### src/rtl/fpcw_map.vh
`ifndef FPCW_MAP_VH
`define FPCW_MAP_VH
// Control register numbers selected by the source-register field
`define FPCW_SEL_CONDITION 5'h19
`define FPCW_SEL_EXCEPTION 5'h1a
`define FPCW_SEL_ENABLE 5'h1c
`define FPCW_SEL_STATUS 5'h1f
// Status register reset value
`define FPCW_STATUS_RST 32'h00000000
// Status field positions
`define FPCW_RM_LO 0
`define FPCW_FLAG_LO 2
`define FPCW_EN_LO 7
`define FPCW_CAUSE_LO 12
`define FPCW_INVALID_BIT 4
// Operation codes presented by the pipeline
`define FPCW_OP_NONE 3'h0
`define FPCW_OP_MOVE_CTRL 3'h1
`define FPCW_OP_CP2_CTRL 3'h2
`define FPCW_OP_CP2_OPER 3'h3
`define FPCW_OP_TO_DOUBLE 3'h4
`define FPCW_OP_TO_LONG 3'h5
`define FPCW_OP_PAIR 3'h6
`define FPCW_OP_TO_SINGLE 3'h7
// Source format codes
`define FPCW_FMT_S 5'h10
`define FPCW_FMT_D 5'h11
`define FPCW_FMT_W 5'h14
`define FPCW_FMT_L 5'h15
// Default long result for an invalid conversion
`define FPCW_LONG_MAX 64'h7fffffffffffffff
`endif

### src/rtl/fpcw_core.v
`include "fpcw_map.vh"

// Every issue answers exactly one enabled cycle later; there is no stall path.
// Unpredictable selections and reserved source bits leave the status untouched.
// That keeps privileged state safe, at the cost of silently ignoring bad code.
// Rounding itself lives in the external datapath; this block only routes it.
// The status register is written on the same edge the exception is flagged,
// so a handler always sees the word that caused the trap.
// Clock enable low freezes every flop, pulses included, so a caller that
// counts pulses must only count them in enabled cycles.
// Partial views merge into the one status register; there is no shadow copy,
// so a view write and a full write can never disagree.
// The second coprocessor only ever sees its strobes and held fields.
// Its fields move only on an accepted issue, which keeps them stable
// while the coprocessor decodes them.
module fpcw_core #(
	parameter IMPL_FIELD_PRESENT = 1,
	parameter CP2_PRESENT = 1,
	parameter LONG_PRESENT = 1
) (
	// Clock, reset and global freeze
	input wire REF_CLK_IN,
	input wire RST_B_IN,
	input wire CLK_EN_IN,
	// Instruction issue from the pipeline
	input wire ISSUE_VALID_IN,
	input wire [2:0] ISSUE_OP_IN,
	input wire [31:0] ISSUE_PC_IN,
	// Instruction fields
	input wire [4:0] FLOAT_SOURCE_REGISTER_IN,
	input wire [4:0] FORMAT_IN,
	input wire [15:0] IMPL_FIELD_IN,
	input wire [24:0] COFUN_IN,
	// Operands
	input wire [63:0] GENERAL_REGISTER_IN,
	input wire [63:0] FLOAT_SOURCE_IN,
	input wire [63:0] FLOAT_SECOND_SOURCE_IN,
	// Rounded result and invalid condition from the datapath
	input wire [63:0] CONVERT_RESULT_IN,
	input wire CONVERT_INVALID_IN,
	// Coprocessor enables, high means usable
	input wire COP1_USABLE_IN,
	input wire SECOND_COPROC_OPERATION_USABLE_IN,
	// Status register copy
	output reg [31:0] FP_CONTROL_STATUS_OUT,
	// Destination float register write
	output reg DEST_WRITE_OUT,
	output reg [63:0] DEST_DATA_OUT,
	// Current rounding mode for the datapath
	output reg [1:0] ROUND_MODE_OUT,
	// Exception pulses and the faulting address
	output reg FP_EXCEPTION_OUT,
	output reg UNUSABLE_EXCEPTION_OUT,
	output reg RESERVED_EXCEPTION_OUT,
	output reg [31:0] EXCEPTION_RETURN_ADDRESS_OUT,
	// Second coprocessor strobes and held fields
	output reg CP2_CTRL_WRITE_OUT,
	output reg CP2_OPER_OUT,
	output reg [15:0] CP2_SELECT_OUT,
	output reg [31:0] CP2_DATA_OUT,
	output reg [24:0] CP2_FUNC_OUT,
	// One pulse per taken issue
	output reg DONE_OUT
);
	// Status register and its next value
	reg [31:0] status_ff;
	reg [31:0] nxt_status;
	// Low word of the selected general register
	wire [31:0] word;
	// Decode results for the current issue
	reg wr_ok;
	reg trap;
	reg unusable;
	reg reserved;
	reg dest_wr;
	reg [63:0] dest_data;
	// Six exception kinds; the last one has no enable bit
	localparam N_CAUSE = 6;
	// Cause and enable fields before and after the write
	wire [5:0] cause_now;
	wire [5:0] cause_nxt;
	wire [5:0] en_now;
	wire [5:0] en_nxt;
	// A pair is armed when its cause and its enable are both set
	wire [5:0] old_armed;
	wire [5:0] new_armed;
	// Instruction class
	wire is_move;
	wire is_cp2;
	wire is_conv;
	// Second coprocessor issue that passed the availability checks
	wire cp2_go;
	// Reserved source bits clear for each control register view
	wire cond_legal;
	wire exv_legal;
	wire env_legal;
	wire full_legal;
	// Status word each partial view would produce
	wire [31:0] cond_word;
	wire [31:0] exv_word;
	wire [31:0] env_word;
	// Any exception raised by this issue
	wire any_exc;

	assign is_move = (ISSUE_OP_IN == `FPCW_OP_MOVE_CTRL);
	assign is_cp2 = (ISSUE_OP_IN == `FPCW_OP_CP2_CTRL) || (ISSUE_OP_IN == `FPCW_OP_CP2_OPER);
	assign is_conv = ISSUE_OP_IN[2];

	// Cause field is six wide; the unimplemented cause has no enable bit
	assign cause_now = status_ff[`FPCW_CAUSE_LO+5:`FPCW_CAUSE_LO];
	assign cause_nxt = nxt_status[`FPCW_CAUSE_LO+5:`FPCW_CAUSE_LO];

	// Per exception kind: enable before and after, and the armed pair
	genvar gi;
	generate
		for (gi = 0; gi < N_CAUSE; gi = gi + 1) begin : g_arm
			if (gi == N_CAUSE - 1) begin : g_unimpl
				// Unimplemented can never be masked, so it is armed whenever its cause is set
				assign en_now[gi] = 1'b1;
				assign en_nxt[gi] = 1'b1;
			end else begin : g_masked
				assign en_now[gi] = status_ff[`FPCW_EN_LO+gi];
				assign en_nxt[gi] = nxt_status[`FPCW_EN_LO+gi];
			end
			assign old_armed[gi] = cause_now[gi] & en_now[gi];
			assign new_armed[gi] = cause_nxt[gi] & en_nxt[gi];
		end
	endgenerate

	// Low word only; the upper half of a wide register is ignored
	assign word = GENERAL_REGISTER_IN[31:0];

	// Reserved source bits must be clear, else the write is dropped
	assign cond_legal = (word[31:8] == 24'h000000);
	assign exv_legal = (word[31:18] == 14'h0000) && (word[11:7] == 5'h00) && (word[1:0] == 2'h0);
	assign env_legal = (word[31:12] == 20'h00000) && (word[6:3] == 4'h0);
	// Which high bits are reserved depends on the implementation field
	assign full_legal = (IMPL_FIELD_PRESENT != 0) ? (word[20:18] == 3'h0) : (word[22:18] == 5'h00);

	// Condition view: seven condition codes on top, one just below the flush bit
	assign cond_word = {word[7:1], status_ff[24], word[0], status_ff[22:0]};
	// Exception view: causes and flags only, everything else kept
	assign exv_word = {status_ff[31:18], word[17:12], status_ff[11:7], word[6:2], status_ff[1:0]};
	// Enable view: flush bit, enables and rounding mode, everything else kept
	assign env_word = {status_ff[31:25], word[2], status_ff[23:12], word[11:7], status_ff[6:2], word[1:0]};

	// Strobes to the second coprocessor only once it is known present and usable
	assign cp2_go = ISSUE_VALID_IN && is_cp2 && (CP2_PRESENT != 0) && SECOND_COPROC_OPERATION_USABLE_IN;
	assign any_exc = trap || unusable || reserved;

	// Decode the issued instruction and form the next status word
	always @* begin
		nxt_status = status_ff;
		wr_ok = 1'b0;
		trap = 1'b0;
		unusable = 1'b0;
		reserved = 1'b0;
		dest_wr = 1'b0;
		dest_data = CONVERT_RESULT_IN;
		if (ISSUE_VALID_IN) begin
			// Coprocessor availability checked before any effect
			if (is_cp2 && !CP2_PRESENT) begin
				reserved = 1'b1;
			end else if (is_cp2 && !SECOND_COPROC_OPERATION_USABLE_IN) begin
				unusable = 1'b1;
			end else if ((is_move || is_conv) && !COP1_USABLE_IN) begin
				unusable = 1'b1;
			end else if (is_move) begin
				// Unpredictable selections or reserved bits leave the status alone
				case (FLOAT_SOURCE_REGISTER_IN)
					`FPCW_SEL_CONDITION: begin
						if (cond_legal) begin
							nxt_status = cond_word;
							wr_ok = 1'b1;
						end
					end

					`FPCW_SEL_EXCEPTION: begin
						if (exv_legal) begin
							nxt_status = exv_word;
							wr_ok = 1'b1;
						end
					end

					`FPCW_SEL_ENABLE: begin
						if (env_legal) begin
							nxt_status = env_word;
							wr_ok = 1'b1;
						end
					end

					`FPCW_SEL_STATUS: begin
						if (full_legal) begin
							nxt_status = word;
							wr_ok = 1'b1;
						end
					end

					default: begin
						// Nonexistent register: nothing written, no trap, still done
						wr_ok = 1'b0;
					end
				endcase
				// Full write traps on any armed pair; view writes only on a newly armed pair
				if (wr_ok && FLOAT_SOURCE_REGISTER_IN == `FPCW_SEL_STATUS) begin
					trap = |new_armed;
				end else if (wr_ok) begin
					trap = |(new_armed & ~old_armed);
				end
			end else if (is_conv) begin
				case (ISSUE_OP_IN)
					`FPCW_OP_TO_DOUBLE: begin
						// Result from the rounding datapath; single and word inputs are exact
						if (FORMAT_IN == `FPCW_FMT_S || FORMAT_IN == `FPCW_FMT_W ||
							(FORMAT_IN == `FPCW_FMT_L && LONG_PRESENT)) begin
							dest_wr = 1'b1;
						end else begin
							reserved = 1'b1;
						end
					end

					// Long results need the full float register file
					`FPCW_OP_TO_LONG: begin
						if (LONG_PRESENT && (FORMAT_IN == `FPCW_FMT_S || FORMAT_IN == `FPCW_FMT_D)) begin
							dest_wr = 1'b1;
							// Flag and cause both record the invalid condition
							if (CONVERT_INVALID_IN) begin
								nxt_status[`FPCW_FLAG_LO+`FPCW_INVALID_BIT] = 1'b1;
								nxt_status[`FPCW_CAUSE_LO+`FPCW_INVALID_BIT] = 1'b1;
								if (status_ff[`FPCW_EN_LO+`FPCW_INVALID_BIT]) begin
									dest_wr = 1'b0;
									trap = 1'b1;
								end else begin
									dest_data = `FPCW_LONG_MAX;
								end
							end
						end else begin
							reserved = 1'b1;
						end
					end

					// Pure move of two singles; no rounding and no flags
					`FPCW_OP_PAIR: begin
						if (LONG_PRESENT) begin
							dest_wr = 1'b1;
							dest_data = {FLOAT_SOURCE_IN[31:0], FLOAT_SECOND_SOURCE_IN[31:0]};
						end else begin
							reserved = 1'b1;
						end
					end

					// Only convert-to-single is left; a single source is not a legal format
					default: begin
						if (FORMAT_IN == `FPCW_FMT_D || FORMAT_IN == `FPCW_FMT_W ||
							(FORMAT_IN == `FPCW_FMT_L && LONG_PRESENT)) begin
							dest_wr = 1'b1;
						end else begin
							reserved = 1'b1;
						end
					end
				endcase
			end else if (ISSUE_OP_IN == `FPCW_OP_NONE) begin
				reserved = 1'b0;
			end
		end
	end

	// Status register and exception reporting; clock enable freezes everything
	always @(posedge REF_CLK_IN or negedge RST_B_IN) begin
		if (!RST_B_IN) begin
			status_ff <= `FPCW_STATUS_RST;
			FP_CONTROL_STATUS_OUT <= `FPCW_STATUS_RST;
			ROUND_MODE_OUT <= 2'h0;
			FP_EXCEPTION_OUT <= 1'b0;
			UNUSABLE_EXCEPTION_OUT <= 1'b0;
			RESERVED_EXCEPTION_OUT <= 1'b0;
			EXCEPTION_RETURN_ADDRESS_OUT <= 32'h00000000;
			DONE_OUT <= 1'b0;
		end else if (CLK_EN_IN) begin
			// Register written in the same edge the exception is flagged
			status_ff <= nxt_status;
			FP_CONTROL_STATUS_OUT <= nxt_status;
			ROUND_MODE_OUT <= nxt_status[`FPCW_RM_LO+1:`FPCW_RM_LO];
			FP_EXCEPTION_OUT <= trap;
			UNUSABLE_EXCEPTION_OUT <= unusable;
			RESERVED_EXCEPTION_OUT <= reserved;
			// Address held until the next faulting issue
			if (any_exc) begin
				EXCEPTION_RETURN_ADDRESS_OUT <= ISSUE_PC_IN;
			end
			// Every taken issue ends in one cycle, so the pipeline never waits
			DONE_OUT <= ISSUE_VALID_IN;
		end
	end

	// Destination write towards the float register file
	always @(posedge REF_CLK_IN or negedge RST_B_IN) begin
		if (!RST_B_IN) begin
			DEST_WRITE_OUT <= 1'b0;
			DEST_DATA_OUT <= 64'h0000000000000000;
		end else if (CLK_EN_IN) begin
			// A trapped conversion leaves the destination unwritten
			DEST_WRITE_OUT <= dest_wr;
			DEST_DATA_OUT <= dest_data;
		end
	end

	// Second coprocessor side; no processor state moves here
	always @(posedge REF_CLK_IN or negedge RST_B_IN) begin
		if (!RST_B_IN) begin
			CP2_CTRL_WRITE_OUT <= 1'b0;
			CP2_OPER_OUT <= 1'b0;
			CP2_SELECT_OUT <= 16'h0000;
			CP2_DATA_OUT <= 32'h00000000;
			CP2_FUNC_OUT <= 25'h0000000;
		end else if (CLK_EN_IN) begin
			CP2_CTRL_WRITE_OUT <= cp2_go && (ISSUE_OP_IN == `FPCW_OP_CP2_CTRL);
			CP2_OPER_OUT <= cp2_go && (ISSUE_OP_IN == `FPCW_OP_CP2_OPER);
			// Fields only move on an accepted issue, so the coprocessor sees stable values
			if (cp2_go) begin
				CP2_SELECT_OUT <= IMPL_FIELD_IN;
				CP2_DATA_OUT <= word;
				CP2_FUNC_OUT <= COFUN_IN;
			end
		end
	end
endmodule

### config.mk
export PLATFORM = sky130hd
export DESIGN_NAME = fpcw_core
export DESIGN_NICKNAME = d
export VERILOG_FILES = /design/src/rtl/fpcw_core.v
export VERILOG_INCLUDE_DIRS = /design/src /design/src/rtl
export SDC_FILE = /design/constraint.sdc
export NUM_CORES = 1
export LEC_CHECK = 0
export ABC_AREA = 1
export BUFFER_PORTS_ARGS = -buffer_cell sky130_fd_sc_hd__buf_4
export CAP_MARGIN = 20
export CORE_AREA = 2 2 215 217
export DETAILED_ROUTE_END_ITERATION = 6
export DIE_AREA = 0 0 217 219
export PLACE_DENSITY = 0.56
export SYNTH_ARGS = -nofsm -noshare
export SYNTH_HDL_FRONTEND = slang
export SYNTH_SLANG_ARGS = --single-unit
### constraint.sdc
create_clock -name REF_CLK_IN -period 2.3 [get_ports REF_CLK_IN]
set_input_delay 0.575 -clock REF_CLK_IN [delete_from_list [all_inputs] [get_ports REF_CLK_IN]]
set_output_delay 0.575 -clock REF_CLK_IN [all_outputs]
set_load 0.005 [all_outputs]
==> metrics <==
result of the run=finished clean; maximum achievable frequency=441.2 MHz; starting density of the core=21.99%; TritonCTS Sinks=208; power per unit of standard cell area=669.7 nW/um^2; I/O pin count=559; sum of overflow across all layers after global routing=0; Layout area overhead=66.25%; R2R cell count=14; CTS Hold Buffers Added=0; WL final=42.00 mm; number of instances in the placed design=2287; global placer's final weighted congestion=0.8643; H-tree depth=1; worst clock skew on the final layout=0.02121 ns; post-layout min period=2.266 ns; Clock Root Buffer=clkbuf_16; Core ar.=45090 sq um; most area-hungry cell type in the Yosys netlist=dfrtp_1; CTS max path bufs=3; required arrival time at the worst endpoint=2.73 ns; vias in the first global route=10430; count of buffering cells on the critical path with inverters included=4; initial antenna violation count=3; share of the yosys chip area belonging to registers=52.49%; number of enable-type register cells in the synthesized netlist=0; gate count of the mapped netlist=1151; leading register cell type out of synthesis=dfrtp_1; tightest slew margin relative to the limit=57.12%; global-route wire length before repair=61.56 mm; fraction of final layout cells with drive strength greater than 1=46.43%; area enclosed by the die boundary=47520 sq um; total iterations of the first detailed-routing run=5; overall power=11.04 mW; wire length per cell=17.87 um; max-cap viol count=0; Syn. warnings=0; site row count=78; top area cells in the synthesized netlist=dfrtp_1 52%, nand2_1 7.7%, mux2_2 6.2%, nor2_1 5.6%, nand3_1 5.2%; Mapped Nets=1500; Max stage delay cell, worst path=clkbuf_16; clock slew seen by the registers of the worst setup and hold paths=0.06 ns; clock tree from TritonCTS=done; Final nets=2081; crit path DAT=2.70 ns; CP peak stage delay=0.22 ns; transition time at the pin with the least slew margin=0.6433 ns; Reg2Reg Capture Point=EXCEPTION_RETURN_ADDRESS_OUT[1]; Starting DRT DRC Count=593; total number of vias=10440; number of synthesized register bits=208; Routed Antenna Nets=0; average footprint of a synthesized cell=8.616 sq um; endpoints failing setup=0; Reg-to-Reg Start=status_ff[11]; number of CTS-inserted buffers=26; Register-to-Register Setup Slack=0.49 ns; horizontal die dimension=217 um; clock latency on the worst-skew pair=0.56 ns; total track usage=16.71%; estimated wirelength of the detail-placed design=30.98 mm; summed instance area of the synthesized netlist=9917 sq um; via/cell ratio=4.441; period utilization=98.54%; Lkg Pwr=8.347 nW; worst supply voltage drop on vdd=0.0004246 V; DIE HEIGHT=219 um; Synth async-reset ratio=100.0%; Hold WC Path Type=in -> async; DRC violation count after routing=0; maximum fanout count along the critical path=7; Critical Path Sink Type=flop; CP startpoint kind=primary input; number of hold violations in the final report=0; Cell Count, Final, Fillers Out=2350; gate family responsible for the most delay along the worst path=simple AND/OR/NAND/NOR gates; count of cell types in the netlist=38; cells along the critical path=buf_6 > nor2_4 > buf_6 > nand3_4 > nor2_4 > nand4_1 > nand2_2 > buf_6 > nand3_4 > nand2_2 > nand3_1 > nand2_1 > nor2_1 > nand2_1 > nand3_2 > nand2_2 > nand2_4 > clkbuf_16 > nand3_1 > nand2_1; unrepaired setup endpoints after global routing=yes; share of Yosys cell area claimed by the top area cell type=52.49%; final count of pins violating max slew=0; I/O Buffers=462; pin count of the biggest net entering global routing=106; critical path start-end classification=in -> reg; number of filler instances in the final layout=4667
state kept, by name, summed over array words and instances (netlist names):
| signal | count |
|---|---|
| CP2_CTRL_WRITE_OUT | 1 |
| CP2_DATA_OUT | 32 |
| CP2_FUNC_OUT | 25 |
| CP2_OPER_OUT | 1 |
| CP2_SELECT_OUT | 16 |
| DEST_DATA_OUT | 64 |
| DEST_WRITE_OUT | 1 |
| DONE_OUT | 1 |
| EXCEPTION_RETURN_ADDRESS_OUT | 32 |
| FP_EXCEPTION_OUT | 1 |
| RESERVED_EXCEPTION_OUT | 1 |
| ROUND_MODE_OUT | 1 |
| UNUSABLE_EXCEPTION_OUT | 1 |
| status_ff | 31 |
placed cells by master, fill, tap and decap left out, drive strengths merged, types with 2 or more instances in the layout:
cell type    n
o31ai        7
o2111ai      2
clkinv       9
mux2        55
nand3      109
nor4         2
nor2       154
nand2      210
inv         95
nand4        7
mux2i        5
buf        612
nor3         3
a32o         3
o211ai      10
dfrtp      208
a31oi        7
o22ai       15
o21ai       88
a22oi        3
a21oi      101
clkbuf      39
how the worst max path moves through the flow:
stage	start	end	slack, ns	cells after the start
after CTS	GENERAL_REGISTER_IN[18]	EXCEPTION_RETURN_ADDRESS_OUT[9]	0.01	21
after detailed placement	GENERAL_REGISTER_IN[22]	EXCEPTION_RETURN_ADDRESS_OUT[9]	-0.59	18
after floorplan	GENERAL_REGISTER_IN[18]	EXCEPTION_RETURN_ADDRESS_OUT[23]	0.007	18
final	GENERAL_REGISTER_IN[19]	EXCEPTION_RETURN_ADDRESS_OUT[1]	0.03	20
after global routing	GENERAL_REGISTER_IN[19]	EXCEPTION_RETURN_ADDRESS_OUT[17]	-0.08	21
after global placement	GENERAL_REGISTER_IN[22]	EXCEPTION_RETURN_ADDRESS_OUT[5]	-0.57	18
layout make-up:
type / instances / area (sq um) / share of cell area (%)
flip-flops and latches: 208 / 5205 / 31.57
clock buffers: 35 / 724.4 / 4.394
well taps: 600 / 750.7 / 4.553
clock inverters: 10 / 67.56 / 0.4098
multi-input cells: 785 / 4461 / 27.05
diodes: 1 / 2.502 / 0.01518
inverters: 95 / 356.6 / 2.163
repair buffers: 616 / 4920 / 29.84
cells by family after synthesis:
kind of cell	count (synthesis)	share of synthesized area (%)
simple gates	487	21.31
compound gates	238	13.10
flops	208	52.49
buf+inv	158	6.359
mux	60	6.750
repair_timing:
action                     CTS  global route
setup endpoints to repair   11            34
gates cloned                 0             6
pin swaps                    0            36
resized for setup            1            92
setup buffers                0            11
stage by stage:
| step | TNS (ns) | setup slack [ns] | hold slack [ns] | instance area [sq um] | utilization, % |
|---|---|---|---|---|---|
| after floorplan | 0 | 0.007383 | 0.2794 | 9925 | - |
| after global placement | -27.82 | -0.5702 | 0.4548 | 15120 | 33.54 |
| after detailed placement | -29.81 | -0.5897 | 0.4604 | 15120 | 33.54 |
| after CTS | 0 | 0.01284 | 0.006274 | 15920 | 35.30 |
| after global routing | -1.939 | -0.07928 | 0.03771 | 16480 | 36.56 |
| final | 0 | 0.03368 | 0.003715 | 16490 | 36.57 |
metal layers:
| metal | up-vias | track usage, % | part of all wire (%) | wire length, um |
|---|---|---|---|---|
| li1 | 4996 | - | - | - |
| met1 | 5003 | 21.32 | 42 | 17610 |
| met2 | 374 | 28.35 | 49 | 20400 |
| met3 | 59 | 3.978 | 7.2 | 3027 |
| met4 | 4 | 4.224 | 2.2 | 942 |
| met5 | - | 0 | 0.055 | 23 |
cells in the mapped netlist (4+ instances only):
cell type / count
o211ai_1: 10
mux2i_1: 5
mux2_2: 55
a21oi_1: 101
inv_2: 7
a31oi_1: 7
o21ai_0: 87
inv_1: 87
dfrtp_1: 208
clkbuf_1: 46
nand2_1: 204
nand2_2: 5
nand3_1: 104
nand4_1: 7
o22ai_1: 15
o31ai_1: 7
buf_1: 8
buf_4: 8
nor2_2: 4
nor2_1: 147
report_power, final:
part / total [mW] / switching, mW / leakage [nW] / internal (mW)
clock network: 3.88 / 1.68 / 0.394 / 2.20
logic: 2.60 / 1.11 / 5.40 / 1.49
registers: 4.56 / 0.348 / 2.56 / 4.22
total: 11.0 / 3.14 / 8.35 / 7.90
Power figures use the tool's default switching activity.
